--- config.mk ---
export PLATFORM = sky130hd
export DESIGN_NAME = ulmsd_regs
export DESIGN_NICKNAME = d
export VERILOG_FILES = /design/src/verilog/ulmsd_pkg.sv /design/src/verilog/ulmsd_regs.sv
export SDC_FILE = /design/constraint.sdc
export NUM_CORES = 1
export LEC_CHECK = 0
export ABC_AREA = 1
export BUFFER_PORTS_ARGS = -buffer_cell sky130_fd_sc_hd__buf_4
export CAP_MARGIN = 5
export CORE_AREA = 3 3 277 211
export CTS_CLUSTER_DIAMETER = 200
export DETAILED_ROUTE_END_ITERATION = 8
export DIE_AREA = 0 0 280 214
export PLACE_DENSITY = 0.46
export SYNTH_ARGS = -nofsm -noshare
export SYNTH_HDL_FRONTEND = slang
export SYNTH_SLANG_ARGS = --single-unit
--- constraint.sdc ---
create_clock -name clk -period 6.3 [get_ports clk]
set_clock_uncertainty 0.05 [all_clocks]
set_input_delay 0.315 -clock clk [delete_from_list [all_inputs] [get_ports clk]]
set_output_delay 0.315 -clock clk [all_outputs]
set_load 0.01 [all_outputs]
--- src/verilog/ulmsd_pkg.sv ---
// Constants, field positions and types of the line, modem status and divisor register block.
//------------------------------------------------------------------------------
// Functional notes
// - Line status bits 4..2 show break, framing, parity of the receive head character.
// - Reading line status never pops; only a receive buffer read advances the head.
// - Line status bit 7 is set while any held character carries an error.
// - Line status bit 6 reads 1 only when holding and shift registers are both empty.
// - Line status bit 5 shows holding empty and requests interrupt when enabled.
// - Bit 4 flags a break after one all-low frame; only one character stored.
// - Bit 3 flags a framing error when the stop bit is not high.
// - Bit 2 flags a parity error against the parity type chosen in line control.
// - Bit 1 flags overrun when a character arrives with no room; it is discarded.
// - Bit 0 reads 1 while at least one received character is held.
// - Modem status low bits set on input change and clear when modem status is read.
// - Outside loopback modem status bits 7..4 are inverted carrier, ring, set ready, send inputs.
// - In loopback bits 7..4 show aux output two, aux output one, DTR, RTS.
// - Modem status bit 2 sets only on a low to high ring indicator input.
// - Modem status bits 3, 1, 0 set on any change of carrier, set ready, send.
// - An 8-bit scratch register stores host data and steers nothing.
// - The divisor is 16 bits from a high and a low 8-bit latch.
// - Divisor latches are writable only while sleep enable is clear.
// - The divisor latch page is reached only while divisor latch enable is set.
// - Loopback routes modem control into modem status and transmit into receive.
//------------------------------------------------------------------------------
package ulmsd_pkg;

    // Register offsets; page one shares offsets 0 and 1 with page zero.
    localparam logic [2:0] OFF_RX_TX       = 3'h0;
    localparam logic [2:0] OFF_DIV_LOW     = 3'h0;
    localparam logic [2:0] OFF_INT_ENABLE  = 3'h1;
    localparam logic [2:0] OFF_DIV_HIGH    = 3'h1;
    localparam logic [2:0] OFF_FIFO_CTRL   = 3'h2;
    localparam logic [2:0] OFF_LINE_CTRL   = 3'h3;
    localparam logic [2:0] OFF_MODEM_CTRL  = 3'h4;
    localparam logic [2:0] OFF_LINE_STATUS = 3'h5;
    localparam logic [2:0] OFF_MODEM_STAT  = 3'h6;
    localparam logic [2:0] OFF_SCRATCH     = 3'h7;

    // Field positions.
    localparam int LC_DIV_EN   = 7;
    localparam int LC_STICK    = 5;
    localparam int LC_EVEN     = 4;
    localparam int LC_PAR_EN   = 3;
    localparam int IE_TX_EMPTY = 1;
    localparam int IE_SLEEP    = 4;
    localparam int MC_LOOP     = 4;
    localparam int MC_AUX_TWO  = 3;
    localparam int MC_AUX_ONE  = 2;
    localparam int MC_RTS      = 1;
    localparam int MC_DTR      = 0;
    localparam int FC_FIFO_EN  = 0;
    localparam int FC_RX_RESET = 1;

    // Reset values.
    localparam logic [7:0]  CTRL_RST    = 8'h00;
    localparam logic [15:0] DIVISOR_RST = 16'h0001;

    // Receive store and oversampling.
    localparam int          FIFO_DEPTH  = 16;
    localparam logic [4:0]  DEPTH_FIFO  = 5'h10;
    localparam logic [4:0]  DEPTH_PLAIN = 5'h01;
    localparam logic [3:0]  TICK_MID    = 4'h7;
    localparam logic [3:0]  TICK_LAST   = 4'hf;
    localparam logic [2:0]  BITS_MIN    = 3'h4;

    typedef struct packed {
        logic       brk;
        logic       frameErr;
        logic       parErr;
        logic [7:0] data;
    } ulmsd_char_t;

    typedef enum logic [5:0] {
        RX_IDLE  = 6'b000001,
        RX_START = 6'b000010,
        RX_DATA  = 6'b000100,
        RX_PAR   = 6'b001000,
        RX_STOP  = 6'b010000,
        RX_BRK   = 6'b100000
    } ulmsd_rx_t;

    typedef struct packed {
        logic [7:0]                       lineCtrl;
        logic [7:0]                       modemCtrl;
        logic [7:0]                       intEnable;
        logic                             fifoEn;
        logic [7:0]                       scratch;
        logic [15:0]                      divisor;
        logic [15:0]                      baudCnt;
        logic                             tick;
        ulmsd_rx_t                        rxSt;
        logic [3:0]                       rxTick;
        logic [2:0]                       rxBit;
        logic [7:0]                       rxShift;
        logic                             rxPar;
        logic [FIFO_DEPTH-1:0][10:0]      mem;
        logic [3:0]                       wrPtr;
        logic [3:0]                       rdPtr;
        logic [4:0]                       count;
        logic [4:0]                       errCount;
        logic                             overrun;
        logic [3:0]                       modemUpper;
        logic [3:0]                       modemDelta;
        logic [7:0]                       rdData;
        logic                             txWrite;
        logic [7:0]                       txData;
        logic                             txIrq;
    } ulmsd_state_t;

endpackage

--- src/verilog/ulmsd_regs.sv ---
// Line status, modem status, scratch and divisor register block of one serial channel.
//
// Design decisions made here: the address-and-strobe port and the register addresses.
`timescale 1ns/1ps
module ulmsd_regs
    import ulmsd_pkg::*;
(
    // Clock and reset.
    input  wire logic       clk,
    input  wire logic       rstn,
    // Host register port.
    input  wire logic [2:0] regAddr,
    input  wire logic [7:0] regWrData,
    input  wire logic       regWrite,
    input  wire logic       regRead,
    output logic      [7:0] regRdData,
    // Serial line and transmitter status.
    input  wire logic       rxd,
    input  wire logic       txSerial,
    input  wire logic       txHoldEmpty,
    input  wire logic       txShiftEmpty,
    output logic            txWrite,
    output logic      [7:0] txData,
    output logic            txEmptyIrq,
    output logic            baudTick,
    // Modem inputs, active low.
    input  wire logic       carrierDetectInN,
    input  wire logic       ringIndicatorInN,
    input  wire logic       dataSetReadyInN,
    input  wire logic       clearToSendInN
);

    ulmsd_state_t q;
    ulmsd_state_t d;

    logic        page1;
    logic        loopback;
    logic        rxIn;
    logic [3:0]  upperNow;
    logic [3:0]  deltaSet;
    logic [2:0]  lastBit;
    logic        expPar;
    logic        push;
    ulmsd_char_t pushChar;
    ulmsd_char_t head;
    logic        headErr;
    logic        empty;
    logic        full;
    logic        pop;
    logic        lineRead;
    logic        modemRead;
    logic        rxReset;
    logic        cntInc;
    logic        cntDec;
    logic        errInc;
    logic        errDec;
    logic        ovSet;
    logic [7:0]  lineValue;

    //--------------------------------------------------------------------------
    // Next-state logic
    //--------------------------------------------------------------------------

    // All behaviour is worked out here from the registered state and the live inputs.
    always_comb begin
        d        = q;
        d.txWrite = 1'b0;
        d.rdData  = 8'h00;
        page1    = q.lineCtrl[LC_DIV_EN];
        loopback = q.modemCtrl[MC_LOOP];
        rxIn     = loopback ? txSerial : rxd;
        push     = 1'b0;
        pushChar = '0;
        pop      = 1'b0;
        lineRead = 1'b0;
        modemRead = 1'b0;
        rxReset  = 1'b0;
        ovSet    = 1'b0;
        lastBit  = 3'(BITS_MIN + {1'b0, q.lineCtrl[1:0]});
        empty    = (q.count == 5'h00);
        full     = q.count >= (q.fifoEn ? DEPTH_FIFO : DEPTH_PLAIN);
        head     = empty ? ulmsd_char_t'('0) : ulmsd_char_t'(q.mem[q.rdPtr]);
        headErr  = head.brk | head.frameErr | head.parErr;

        // Odd parity wants an odd total, even an even one; stick forces a level.
        if (q.lineCtrl[LC_STICK]) begin
            expPar = ~q.lineCtrl[LC_EVEN];
        end else begin
            expPar = q.lineCtrl[LC_EVEN] ? (^q.rxShift) : ~(^q.rxShift);
        end

        // Modem status upper bits: live inputs or the looped control bits.
        if (loopback) begin
            upperNow = {q.modemCtrl[MC_AUX_TWO], q.modemCtrl[MC_AUX_ONE],
                        q.modemCtrl[MC_DTR], q.modemCtrl[MC_RTS]};
        end else begin
            upperNow = ~{carrierDetectInN, ringIndicatorInN,
                         dataSetReadyInN, clearToSendInN};
        end
        deltaSet[3] = q.modemUpper[3] ^ upperNow[3];
        deltaSet[2] = q.modemUpper[2] & ~upperNow[2];
        deltaSet[1] = q.modemUpper[1] ^ upperNow[1];
        deltaSet[0] = q.modemUpper[0] ^ upperNow[0];
        d.modemUpper = upperNow;

        // Sixteen-times baud enable; a zero divisor degrades to every cycle.
        d.tick    = (q.baudCnt + 16'h0001) >= q.divisor;
        d.baudCnt = d.tick ? 16'h0000 : q.baudCnt + 16'h0001;

        // Receiver: mid-bit sampling with the sixteen-times enable.
        if (q.tick) begin
            d.rxTick = q.rxTick + 4'h1;
            unique case (q.rxSt)
                RX_IDLE: begin
                    d.rxTick = 4'h0;
                    if (!rxIn) begin
                        d.rxSt = RX_START;
                    end
                end
                RX_START: begin
                    if (q.rxTick == TICK_MID) begin
                        d.rxTick  = 4'h0;
                        d.rxBit   = 3'h0;
                        d.rxShift = 8'h00;
                        d.rxPar   = 1'b0;
                        d.rxSt    = rxIn ? RX_IDLE : RX_DATA;
                    end
                end
                RX_DATA: begin
                    if (q.rxTick == TICK_LAST) begin
                        d.rxShift[q.rxBit] = rxIn;
                        d.rxBit = q.rxBit + 3'h1;
                        if (q.rxBit == lastBit) begin
                            d.rxSt = q.lineCtrl[LC_PAR_EN] ? RX_PAR : RX_STOP;
                        end
                    end
                end
                RX_PAR: begin
                    if (q.rxTick == TICK_LAST) begin
                        d.rxPar = rxIn;
                        d.rxSt  = RX_STOP;
                    end
                end
                RX_STOP: begin
                    if (q.rxTick == TICK_LAST) begin
                        push          = 1'b1;
                        pushChar.data = q.rxShift;
                        pushChar.frameErr = ~rxIn;
                        pushChar.parErr   = q.lineCtrl[LC_PAR_EN] && (q.rxPar != expPar);
                        // A frame low from start to stop is a break.
                        pushChar.brk  = (q.rxShift == 8'h00) && !rxIn && !q.rxPar;
                        d.rxSt        = pushChar.brk ? RX_BRK : RX_IDLE;
                    end
                end
                RX_BRK: begin
                    // Hold off until the line idles so one break stores one character.
                    if (rxIn) begin
                        d.rxSt = RX_IDLE;
                    end
                end
            endcase
        end

        // Host writes.
        if (regWrite) begin
            unique case (regAddr)
                OFF_RX_TX: begin
                    if (page1) begin
                        if (!q.intEnable[IE_SLEEP]) begin
                            d.divisor[7:0] = regWrData;
                        end
                    end else begin
                        d.txWrite = 1'b1;
                        d.txData  = regWrData;
                    end
                end
                OFF_INT_ENABLE: begin
                    if (page1) begin
                        if (!q.intEnable[IE_SLEEP]) begin
                            d.divisor[15:8] = regWrData;
                        end
                    end else begin
                        d.intEnable = regWrData;
                    end
                end
                OFF_FIFO_CTRL: begin
                    d.fifoEn = regWrData[FC_FIFO_EN];
                    // Changing depth mid-stream would scramble pointers, so flush.
                    rxReset  = regWrData[FC_RX_RESET] ||
                               (regWrData[FC_FIFO_EN] != q.fifoEn);
                end
                OFF_LINE_CTRL:   d.lineCtrl  = regWrData;
                OFF_MODEM_CTRL:  d.modemCtrl = regWrData;
                OFF_SCRATCH:     d.scratch   = regWrData;
                default: begin
                end
            endcase
        end

        // Line status image.
        lineValue = {(q.errCount != 5'h00),
                    txHoldEmpty & txShiftEmpty,
                    txHoldEmpty,
                    head.brk, head.frameErr, head.parErr,
                    q.overrun,
                    !empty};

        // Host reads; data stands in the following cycle only.
        if (regRead) begin
            unique case (regAddr)
                OFF_RX_TX: begin
                    if (page1) begin
                        d.rdData = q.divisor[7:0];
                    end else begin
                        d.rdData = head.data;
                        pop      = !empty;
                    end
                end
                OFF_INT_ENABLE: d.rdData = page1 ? q.divisor[15:8] : q.intEnable;
                OFF_FIFO_CTRL:  d.rdData = 8'h00;
                OFF_LINE_CTRL:  d.rdData = q.lineCtrl;
                OFF_MODEM_CTRL: d.rdData = q.modemCtrl;
                OFF_LINE_STATUS: begin
                    d.rdData = lineValue;
                    lineRead = 1'b1;
                end
                OFF_MODEM_STAT: begin
                    d.rdData  = {q.modemUpper, q.modemDelta};
                    modemRead = 1'b1;
                end
                OFF_SCRATCH:    d.rdData = q.scratch;
                default: begin
                end
            endcase
        end

        // A change seen in the read cycle survives the clear.
        d.modemDelta = (modemRead ? 4'h0 : q.modemDelta) | deltaSet;

        // Receive store: a character arriving with no room is dropped.
        if (push && full) begin
            ovSet = 1'b1;
        end
        cntInc = push && !full;
        if (cntInc) begin
            d.mem[q.wrPtr] = 11'(pushChar);
            d.wrPtr        = q.wrPtr + 4'h1;
        end
        cntDec = pop;
        if (pop) begin
            d.rdPtr = q.rdPtr + 4'h1;
        end
        // A line status read retires the head character's error marks.
        if (lineRead && !empty) begin
            d.mem[q.rdPtr][10:8] = 3'h0;
        end
        errInc = cntInc && (pushChar.brk | pushChar.frameErr | pushChar.parErr);
        errDec = (pop || lineRead) && headErr;
        d.count    = 5'(q.count + {4'h0, cntInc} - {4'h0, cntDec});
        d.errCount = 5'(q.errCount + {4'h0, errInc} - {4'h0, errDec});
        d.overrun  = (q.overrun && !lineRead) || ovSet;

        // Flushing the store drops its error accounting with it.
        if (rxReset) begin
            d.wrPtr    = 4'h0;
            d.rdPtr    = 4'h0;
            d.count    = 5'h00;
            d.errCount = 5'h00;
        end

        // Registered holding-empty request.
        d.txIrq = txHoldEmpty & q.intEnable[IE_TX_EMPTY];
    end

    //--------------------------------------------------------------------------
    // State register
    //--------------------------------------------------------------------------

    // The whole block state in one register; reset loads constants only.
    always_ff @(posedge clk or negedge rstn) begin
        if (!rstn) begin
            q           <= '0;
            q.lineCtrl  <= CTRL_RST;
            q.modemCtrl <= CTRL_RST;
            q.intEnable <= CTRL_RST;
            q.divisor   <= DIVISOR_RST;
            q.rxSt      <= RX_IDLE;
        end else begin
            q <= d;
        end
    end

    // Outputs taken straight from the state register.
    assign regRdData  = q.rdData;
    assign txWrite    = q.txWrite;
    assign txData     = q.txData;
    assign txEmptyIrq = q.txIrq;
    assign baudTick   = q.tick;

endmodule
==> results by group, run 1 <==
Status
  • Status: finished clean

Layout
  • Non-filler cells in the finished layout: roughly 3,000
  • Final Instance Area: 18,800 um^2
  • Area delta synth->final: 12.2%
  • Share of post-route cells with drive strength above 1: a little over 7%
  • Post-route core utilization: 33.6%
  • Final net count: about 2,300

Placement
  • Port Buffer Count: ~40
  • Placed Instances: ~2,900
  • Pre-CTS setup slack: ~2.4 ns
  • Final estimated routing congestion in global placement: roughly 0.84
  • Post-DP HPWL: 36,700 um
  • Total placed instance area: 17,500 um^2

Yosys
  • Most frequent cells after synthesis: sky130_fd_sc_hd__nand2_1, sky130_fd_sc_hd__dfrtp_1, sky130_fd_sc_hd__nor2_1
  • Synthesized area per cell: between 7 and 8 um^2
  • Number of synthesized register bits: 309
  • Prevailing post-synth register cell: sky130_fd_sc_hd__dfrtp_1
  • Register area share after synthesis: a little under half
  • Number of instances in the synthesized netlist: between 2,000 and 2,500
  • Unique masters post-synth: between 40 and 50
  • Fraction of post-synthesis cell area in the top cell type by area: a little under half
  • Proportion of synthesized flip-flops having asynchronous set or reset: between 90% and 100%
  • Number of synthesis warnings: 0
  • Most frequent cell after synthesis: sky130_fd_sc_hd__nand2_1
  • Synthesized netlist net count: 2,280
  • Dominant cells by area after synthesis: sky130_fd_sc_hd__dfrtp_1, sky130_fd_sc_hd__nand2_1, sky130_fd_sc_hd__o21ai_0
  • EDFF count, synth: 0
  • Summed instance area of the synthesized netlist: between 15,000 and 20,000 um^2
  • Yosys top cell by area: sky130_fd_sc_hd__dfrtp_1

Power and ir drop
  • Psw: 2.40 mW
  • Power density relative to cell area: 354 nW/um^2
  • Fraction of power consumed by the clock network: between 30% and 40%
  • Switching part of the total: a little over a third
  • Leakage power of the design: slightly above 9 nW
  • Combinational Power Share: 29.9%
  • Final Power: roughly 6.6 mW
  • Maximum vdd drop: approximately 0.19 mV
  • Proportion of power drawn by flip-flops and latches: between 30% and 40%
  • Cell Int Power: about 4.2 mW

STA
  • Highest achievable clock rate: ~0.26 GHz
  • Min setup slack post-route: approximately 2.4 ns
  • Final cycle utilization of the critical path: between 60% and 70%
  • Final Hold Fails: 0
  • Worst Hold Slack: 0.0196 ns
  • Total negative slack for setup checks: 0 ns
  • Shortest clock period the worst path allows after layout: 3.89 ns
  • Final setup violation count: 0
  • Relative slew margins: 24.7%
  • Pins Over Slew Limit: 0
  • Actual slew at the worst max-slew pin: approximately 1.1 ns
  • Setup repair after global routing missed its margin: no

Route
  • Overall via count from detail_route: 14,436
  • Avg Vias per Cell: ~5
  • DRC Markers: 0
  • Number of nets with antenna violations after routing: 0
  • Final routed wire length divided by cell count: ~18 um
  • Count of TritonRoute iterations in the first routing pass: 6
  • Final WL: 52,200 um
  • Starting DRC count in detailed routing: between 1,000 and 1,500

Floorplan
  • Floorplan core area: between 50,000 and 60,000 um^2
  • Initial core utilization: 29.9%
  • Die Area: roughly 60,000 um^2
  • Die height: 214 um
  • Top-level port count: between 40 and 50
  • Number of rows in the core area: 75
  • Chip width: approximately 280 um

Clock network
  • Sink Count: around 310
  • Num CTS Buffers: 35
  • TritonCTS clock tree: yes
  • Number of buffers between clock root and the deepest sink: 3
  • Resize count post-CTS: 0
  • Clock transition at the registers of the reported paths: approximately 0.060 ns
  • Number of H-tree levels: 2
  • Worst-Skew Late Latency: around 0.53 ns
  • Clk root buf: sky130_fd_sc_hd__clkbuf_16

Worst setup path
  • Slowest cell on the critical path: sky130_fd_sc_hd__inv_2
  • Cell family contributing the most delay on the critical path: buffers and inverters
  • CP dominant cell by count: sky130_fd_sc_hd__nand2_1
  • Element type at the critical path start: flop
  • Required time at the worst-slack endpoint: ~6.7 ns
  • Buffers and inverters on the worst path: 4
  • Critical setup path kind: flop to flop
  • Endpoint class of the critical path: flop
  • Longest individual stage delay on the worst path: 0.61 ns
  • Max FO, Critical Path: 47
  • Worst endpoint data arrival time: ~4.3 ns
  • Crit-path cells: inv_2, buf_4, nand2_1, nand3_1, nand2_1, nand2_1, nand2_1, nor2_1, nand3_1, o21ai_0, inv_1, ha_1, inv_1, ha_1, fa_1, nand2_1, a21oi_1, nor2_1, xor2_1, nor2_1

Worst hold path
  • Worst hold path type: primary input to flop

GRT
  • Initial antenna violation count: 1
  • Wire length of the first global-routing pass: 83,100 um
  • Global-route congestion overflow total: 0
  • Largest net degree at the start of global routing: approximately 130
  • Global Route Usage Sum: 17.6%
  • Number of global-route vias before repair: about 14,000

Job
  • Max cap viols: 0
state kept, by name, summed over array words and instances (netlist names):
register / count
lineValue: 1
q: 287
txData: 8
baudTick: 1
loopback: 1
txEmptyIrq: 1
txWrite: 1
regRdData: 8
page1: 1
cells by family after synthesis:
kind of cell | after synthesis | share of synthesized area [%]
AO/OA/AOI/OAI | 384 | 11.8
XOR/XNOR | 22 | 1.15
adder cells (fa/ha/maj) | 49 | 3.76
buffers and inverters | 330 | 8.59
flip-flops | 309 | 46.3
AND/OR/NAND/NOR | 1114 | 28.5
cell usage in the layout (no fill, tap or decap), types with 4 or more instances in the layout:
cell,synthesis,routed
sky130_fd_sc_hd__a21oi_1,35,35
sky130_fd_sc_hd__a31oi_1,14,14
sky130_fd_sc_hd__buf_4,20,56
sky130_fd_sc_hd__bufinv_16,0,6
sky130_fd_sc_hd__clkbuf_1,52,8
sky130_fd_sc_hd__clkbuf_16,0,37
sky130_fd_sc_hd__clkbuf_8,0,6
sky130_fd_sc_hd__dfrtp_1,307,306
sky130_fd_sc_hd__dlygate4sd3_1,0,6
sky130_fd_sc_hd__ha_1,47,47
sky130_fd_sc_hd__inv_1,209,209
sky130_fd_sc_hd__inv_2,4,4
sky130_fd_sc_hd__nand2_1,655,655
sky130_fd_sc_hd__nand3_1,96,96
sky130_fd_sc_hd__nand3_2,15,15
sky130_fd_sc_hd__nand3_4,9,9
sky130_fd_sc_hd__nand4_1,34,34
sky130_fd_sc_hd__nor2_1,273,273
sky130_fd_sc_hd__nor3_1,10,10
sky130_fd_sc_hd__o21ai_0,257,257
sky130_fd_sc_hd__o21ai_1,68,68
sky130_fd_sc_hd__xnor2_1,7,7
sky130_fd_sc_hd__xor2_1,15,15
path summary, 6_finish.rpt:
path	from	end	slack (ns)	depth (start not counted)
setup / recovery	q[37]	q[31]	2.41	20
hold / removal	dataSetReadyInN	q[23]	0.02	2
setup reg to reg	q[37]	q[31]	2.41	20
hold reg to reg	q[61]	q[61]	0.43	2
max in group asynchronous	rstn	q[242]	4.25	3
min in group asynchronous	rstn	q[258]	0.35	2
repair_timing:
action                     CTS  global route
setup buffers                0             0
hold buffers                 6             0
setup endpoints to repair    0             0
hold endpoints to repair   110             0
power groups by stage:
stage | clock (mW) | sequential, mW | combinational [mW]
after CTS | 2.29 | 2.43 | 1.99
after floorplan | 0 | 2.38 | 1.43
after global routing | 2.36 | 2.47 | 2.27
after detailed placement | 0 | 2.46 | 1.98
after global placement | 0 | 2.46 | 1.96
final | 2.23 | 2.43 | 1.99
per-layer routing:
layer	vias up	part of all wire, %	track usage (%)
met5	-	0	0
met4	0	1.9	3.90
met3	62	5.7	3.24
met2	356	40	24.2
met1	7001	52	27.9
li1	7017	-	-
worst reg2reg max path, cell delays in order (launching register included):
cell	delay [ns]
sky130_fd_sc_hd__dfrtp_2	0.40
sky130_fd_sc_hd__inv_2	0.61
sky130_fd_sc_hd__buf_4	0.52
sky130_fd_sc_hd__nand2_1	0.10
sky130_fd_sc_hd__nand3_1	0.08
sky130_fd_sc_hd__nand2_1	0.07
sky130_fd_sc_hd__nand2_1	0.06
sky130_fd_sc_hd__nand2_1	0.07
sky130_fd_sc_hd__nor2_1	0.12
sky130_fd_sc_hd__nand3_1	0.10
sky130_fd_sc_hd__o21ai_0	0.09
sky130_fd_sc_hd__inv_1	0.06
sky130_fd_sc_hd__ha_1	0.28
sky130_fd_sc_hd__inv_1	0.04
sky130_fd_sc_hd__ha_1	0.21
sky130_fd_sc_hd__fa_1	0.41
sky130_fd_sc_hd__nand2_1	0.08
sky130_fd_sc_hd__a21oi_1	0.06
sky130_fd_sc_hd__nor2_1	0.13
sky130_fd_sc_hd__xor2_1	0.18
sky130_fd_sc_hd__nor2_1	0.06
area by class of cell:
cell class | count | area, um^2
repair buffers | 64 | 515
diodes | 1 | 2.50
multi-input cells | 1569 | 7550
clock buffers | 51 | 1040
fillers | 5979 | 37100
flip-flops and latches | 309 | 7740
inverters | 216 | 811
clock inverters | 9 | 195
well taps | 731 | 915
Note: power is estimated with default switching activity, not from simulation.
==> run 2, diff against run 1 <==
ABC_AREA = 0   (was 1)
CORE_AREA = 3 3 267 203   (was 3 3 277 211)
DIE_AREA = 0 0 270 206   (was 0 0 280 214)
PLACE_DENSITY = 0.48   (was 0.46)
clock period = 3.4 ns   (was 6.3 ns; I/O delays follow)
==> results by group, run 2 <==
Layout
  • Antenna cell count: 0 (was 1)
  • Post-route core utilization: 35.7% (was 33.6%)
  • Highest-count cells in the layout ignoring fill and taps: sky130_fd_sc_hd__dfrtp_1, sky130_fd_sc_hd__nand2_1, sky130_fd_sc_hd__o21ai_0 (was sky130_fd_sc_hd__nand2_1, sky130_fd_sc_hd__dfrtp_1, sky130_fd_sc_hd__nor2_1)
  • Non-filler cells in the finished layout: 2,237 (was 2,950)
  • Flip-flop count of the largest register after layout: 287 (unchanged)
  • Share of post-route cells with drive strength above 1: 22.4% (was 7.17%)
  • Area delta synth->final: 19.1% (was 12.2%)
  • Largest register by flop count: q (unchanged)
  • Final Instance Area: 18,400 um^2 (was 18,800 um^2)
  • Final net count: 1,579 (was 2,267)
  • Most common library cell in the layout ignoring fill and taps: sky130_fd_sc_hd__dfrtp_1 (was sky130_fd_sc_hd__nand2_1)

Worst hold path
  • Worst hold path type: primary input to flop (unchanged)

Yosys
  • Proportion of synthesized flip-flops having asynchronous set or reset: 100% (unchanged)
  • Dominant cells by area after synthesis: sky130_fd_sc_hd__dfrtp_1, sky130_fd_sc_hd__mux4_2, sky130_fd_sc_hd__o21ai_0 (was sky130_fd_sc_hd__dfrtp_1, sky130_fd_sc_hd__nand2_1, sky130_fd_sc_hd__o21ai_0)
  • Number of instances in the synthesized netlist: 1,420 (was 2,208)
  • Most frequent cell after synthesis: sky130_fd_sc_hd__dfrtp_1 (was sky130_fd_sc_hd__nand2_1)
  • Yosys top cell by area: sky130_fd_sc_hd__dfrtp_1 (unchanged)
  • Fraction of post-synthesis cell area in the top cell type by area: 49.7% (was 46.0%)
  • Most frequent cells after synthesis: sky130_fd_sc_hd__dfrtp_1, sky130_fd_sc_hd__nand2_1, sky130_fd_sc_hd__o21ai_0 (was sky130_fd_sc_hd__nand2_1, sky130_fd_sc_hd__dfrtp_1, sky130_fd_sc_hd__nor2_1)
  • EDFF count, synth: 0 (unchanged)
  • Prevailing post-synth register cell: sky130_fd_sc_hd__dfrtp_1 (unchanged)
  • Synthesized netlist net count: 1,492 (was 2,280)
  • Number of synthesis warnings: 0 (unchanged)
  • Unique masters post-synth: 68 (was 46)
  • Synthesized area per cell: 10.9 um^2 (was 7.57 um^2)
  • Number of synthesized register bits: 309 (unchanged)
  • Summed instance area of the synthesized netlist: 15,500 um^2 (was 16,700 um^2)
  • Register area share after synthesis: 50.0% (was 46.3%)

STA
  • Total negative slack for setup checks: 0 ns (unchanged)
  • Relative slew margins: 44.1% (was 24.7%)
  • Final cycle utilization of the critical path: 99.8% (was 61.8%)
  • Actual slew at the worst max-slew pin: 0.839 ns (was 1.13 ns)
  • Final Hold Fails: 0 (unchanged)
  • Pins Over Slew Limit: 0 (unchanged)
  • Highest achievable clock rate: 0.295 GHz (was 0.257 GHz)
  • Setup repair after global routing missed its margin: yes (was no)
  • Final setup violation count: 0 (unchanged)
  • Shortest clock period the worst path allows after layout: 3.39 ns (was 3.89 ns)

Floorplan
  • Number of rows in the core area: 72 (was 75)
  • Die height: 206 um (was 214 um)
  • Chip width: 270 um (was 280 um)
  • Initial core utilization: 30.0% (was 29.9%)
  • Floorplan core area: 51,600 um^2 (was 55,800 um^2)
  • Die Area: 55,600 um^2 (was 59,900 um^2)
  • Top-level port count: 42 (unchanged)

GRT
  • Global-route congestion overflow total: 0 (unchanged)
  • Wire length of the first global-routing pass: 68,400 um (was 83,100 um)
  • Largest net degree at the start of global routing: 87 (was 129)
  • Global Route Usage Sum: 15.8% (was 17.6%)
  • Initial antenna violation count: 1 (unchanged)
  • Number of global-route vias before repair: 11,188 (was 14,020)

Worst setup path
  • Required time at the worst-slack endpoint: 3.80 ns (was 6.66 ns)
  • Worst endpoint data arrival time: 3.79 ns (was 4.25 ns)
  • Element type at the critical path start: flop (unchanged)
  • Buffers and inverters on the worst path: 3 (was 4)
  • Max FO, Critical Path: 4 (was 47)
  • Slowest cell on the critical path: sky130_fd_sc_hd__or4_4 (was sky130_fd_sc_hd__inv_2)
  • Endpoint class of the critical path: flop (unchanged)
  • Critical setup path kind: flop to flop (unchanged)
  • Cell family contributing the most delay on the critical path: simple AND/OR/NAND/NOR gates (was buffers and inverters)
  • Longest individual stage delay on the worst path: 0.58 ns (was 0.61 ns)
  • Crit-path cells: or4_4, or4_4, nor3_4, buf_6, inv_4, ha_4, inv_2, ha_4, fa_2, a21oi_2, nor2_1, or3_1, a21oi_1 (was inv_2, buf_4, nand2_1, nand3_1, nand2_1, nand2_1, nand2_1, nor2_1, nand3_1, o21ai_0, inv_1, ha_1, inv_1, ha_1, fa_1, nand2_1, a21oi_1, nor2_1, xor2_1, nor2_1)

Route
  • Starting DRC count in detailed routing: 703 (was 1,392)
  • Number of nets with antenna violations after routing: 0 (unchanged)
  • Count of TritonRoute iterations in the first routing pass: 4 (was 6)
  • Avg Vias per Cell: 4.85 (was 4.89)
  • Final WL: 42,900 um (was 52,200 um)
  • Final routed wire length divided by cell count: 19.2 um (was 17.7 um)
  • Overall via count from detail_route: 10,839 (was 14,436)
  • DRC Markers: 0 (unchanged)

Clock network
  • Num CTS Buffers: 36 (was 35)
  • Clk root buf: sky130_fd_sc_hd__clkbuf_16 (unchanged)
  • Number of buffers between clock root and the deepest sink: 3 (unchanged)
  • Clock transition at the registers of the reported paths: 0.06 ns (about the same)
  • Worst-Skew Late Latency: 0.53 ns (about the same)
  • TritonCTS clock tree: yes (unchanged)
  • Sink Count: 309 (unchanged)
  • Number of H-tree levels: 2 (unchanged)

Job
  • Max cap viols: 0 (unchanged)

Placement
  • Final estimated routing congestion in global placement: 0.799 (was 0.836)
  • Total placed instance area: 16,900 um^2 (was 17,500 um^2)
  • Post-DP HPWL: 29,700 um (was 36,700 um)
  • Port Buffer Count: 41 (unchanged)
  • Placed Instances: 2,154 (was 2,883)

Status
  • Status: finished clean (unchanged)

Power and ir drop
  • Power density relative to cell area: 641 nW/um^2 (was 354 nW/um^2)
  • Leakage power of the design: 8.44 nW (was 9.10 nW)
  • Maximum vdd drop: 0.364 mV (was 0.186 mV)
  • Final Power: 11.8 mW (was 6.65 mW)
[run 2: cell count changes after synthesis, moves of 63 or more]
cell,change
sky130_fd_sc_hd__nand2_1,-462
sky130_fd_sc_hd__o21ai_0,-98
sky130_fd_sc_hd__mux2i_1,+68
sky130_fd_sc_hd__mux2_2,+63
sky130_fd_sc_hd__inv_1,-149
sky130_fd_sc_hd__nand3_1,-75
sky130_fd_sc_hd__o21ai_1,-66
sky130_fd_sc_hd__nor2_1,-188
[run 2: what timing repair did]
action                     in CTS  in global routing
setup buffers                   1                  2
pin swaps                       2                  8
gates resized for setup         4                  7
hold buffers                   15                  0
hold endpoints to repair      148                  0
setup endpoints to repair       2                  3
[run 2: worst register-to-register path: cells and delay by family, from the launching register on]
family | cells | cell delay (ns)
simple gates | 5 | 1.67
fa+ha+maj | 3 | 0.76
flops | 1 | 0.39
compound gates | 2 | 0.25
buf+inv | 3 | 0.20
[run 2: final timing paths]
kind / endpoint / slack [ns] / from / cells past startpoint
min in group asynchronous: q[236] / 0.19 / rstn / 2
min reg2reg: q[18] / 0.42 / q[18] / 2
min: regRdData[1] / 0.03 / regAddr[2] / 4
max in group asynchronous: q[260] / 2.13 / rstn / 3
max: q[36] / 0.006 / q[239] / 13
max reg2reg: q[36] / 0.006 / q[239] / 13
[run 2: power by group]
part	total (mW)	switching (mW)	internal, mW
combinational	3.19	1.64	1.55
sequential	4.57	0.399	4.17
clock	4.05	1.57	2.48
total	11.8	3.61	8.20
[run 2: layout make-up]
class	instances	area (um^2)
clock buffer	55	1100
clock inverter	10	143
fill	5089	33200
inverter	61	231
multi-input combinational	957	7170
sequential	309	7740
tap	703	880
timing repair buffer	142	1150
[run 2: logic make-up (layout without fill, tap and decap cells)]
| family | count (synthesis) | in the layout | share of synthesized area [%] |
|---|---|---|---|
| DFF | 309 | 309 | 50.0 |
| muxes | 183 | 183 | 16.6 |
| xor gates and xnor gates | 37 | 37 | 2.10 |
| AOI/OAI and AO/OA | 257 | 257 | 9.43 |
| adders and majority gates | 49 | 49 | 4.06 |
| buffers and inverters | 154 | 268 | 4.26 |
| and+or+nand+nor | 431 | 431 | 13.6 |
[run 2: per-layer routing]
metal / global-route usage, % / vias up / part of all wire, %
met1: 24.5 / 5451 / 52
met3: 2.23 / 46 / 3.9
met5: 0 / - / 0
li1: - / 5157 / -
met4: 3.37 / 0 / 1.5
met2: 23.2 / 185 / 42
[run 2: per-stage QoR]
step / setup slack (ns) / hold slack [ns]
4_1_cts: 0.00634 / 0.00889
6_report: 0.00635 / 0.0333
5_1_grt: -0.136 / 0.0542
2_1_floorplan: -0.370 / -0.176
3_3_place_gp: -0.180 / 0.172
3_5_place_dp: -0.189 / 0.180
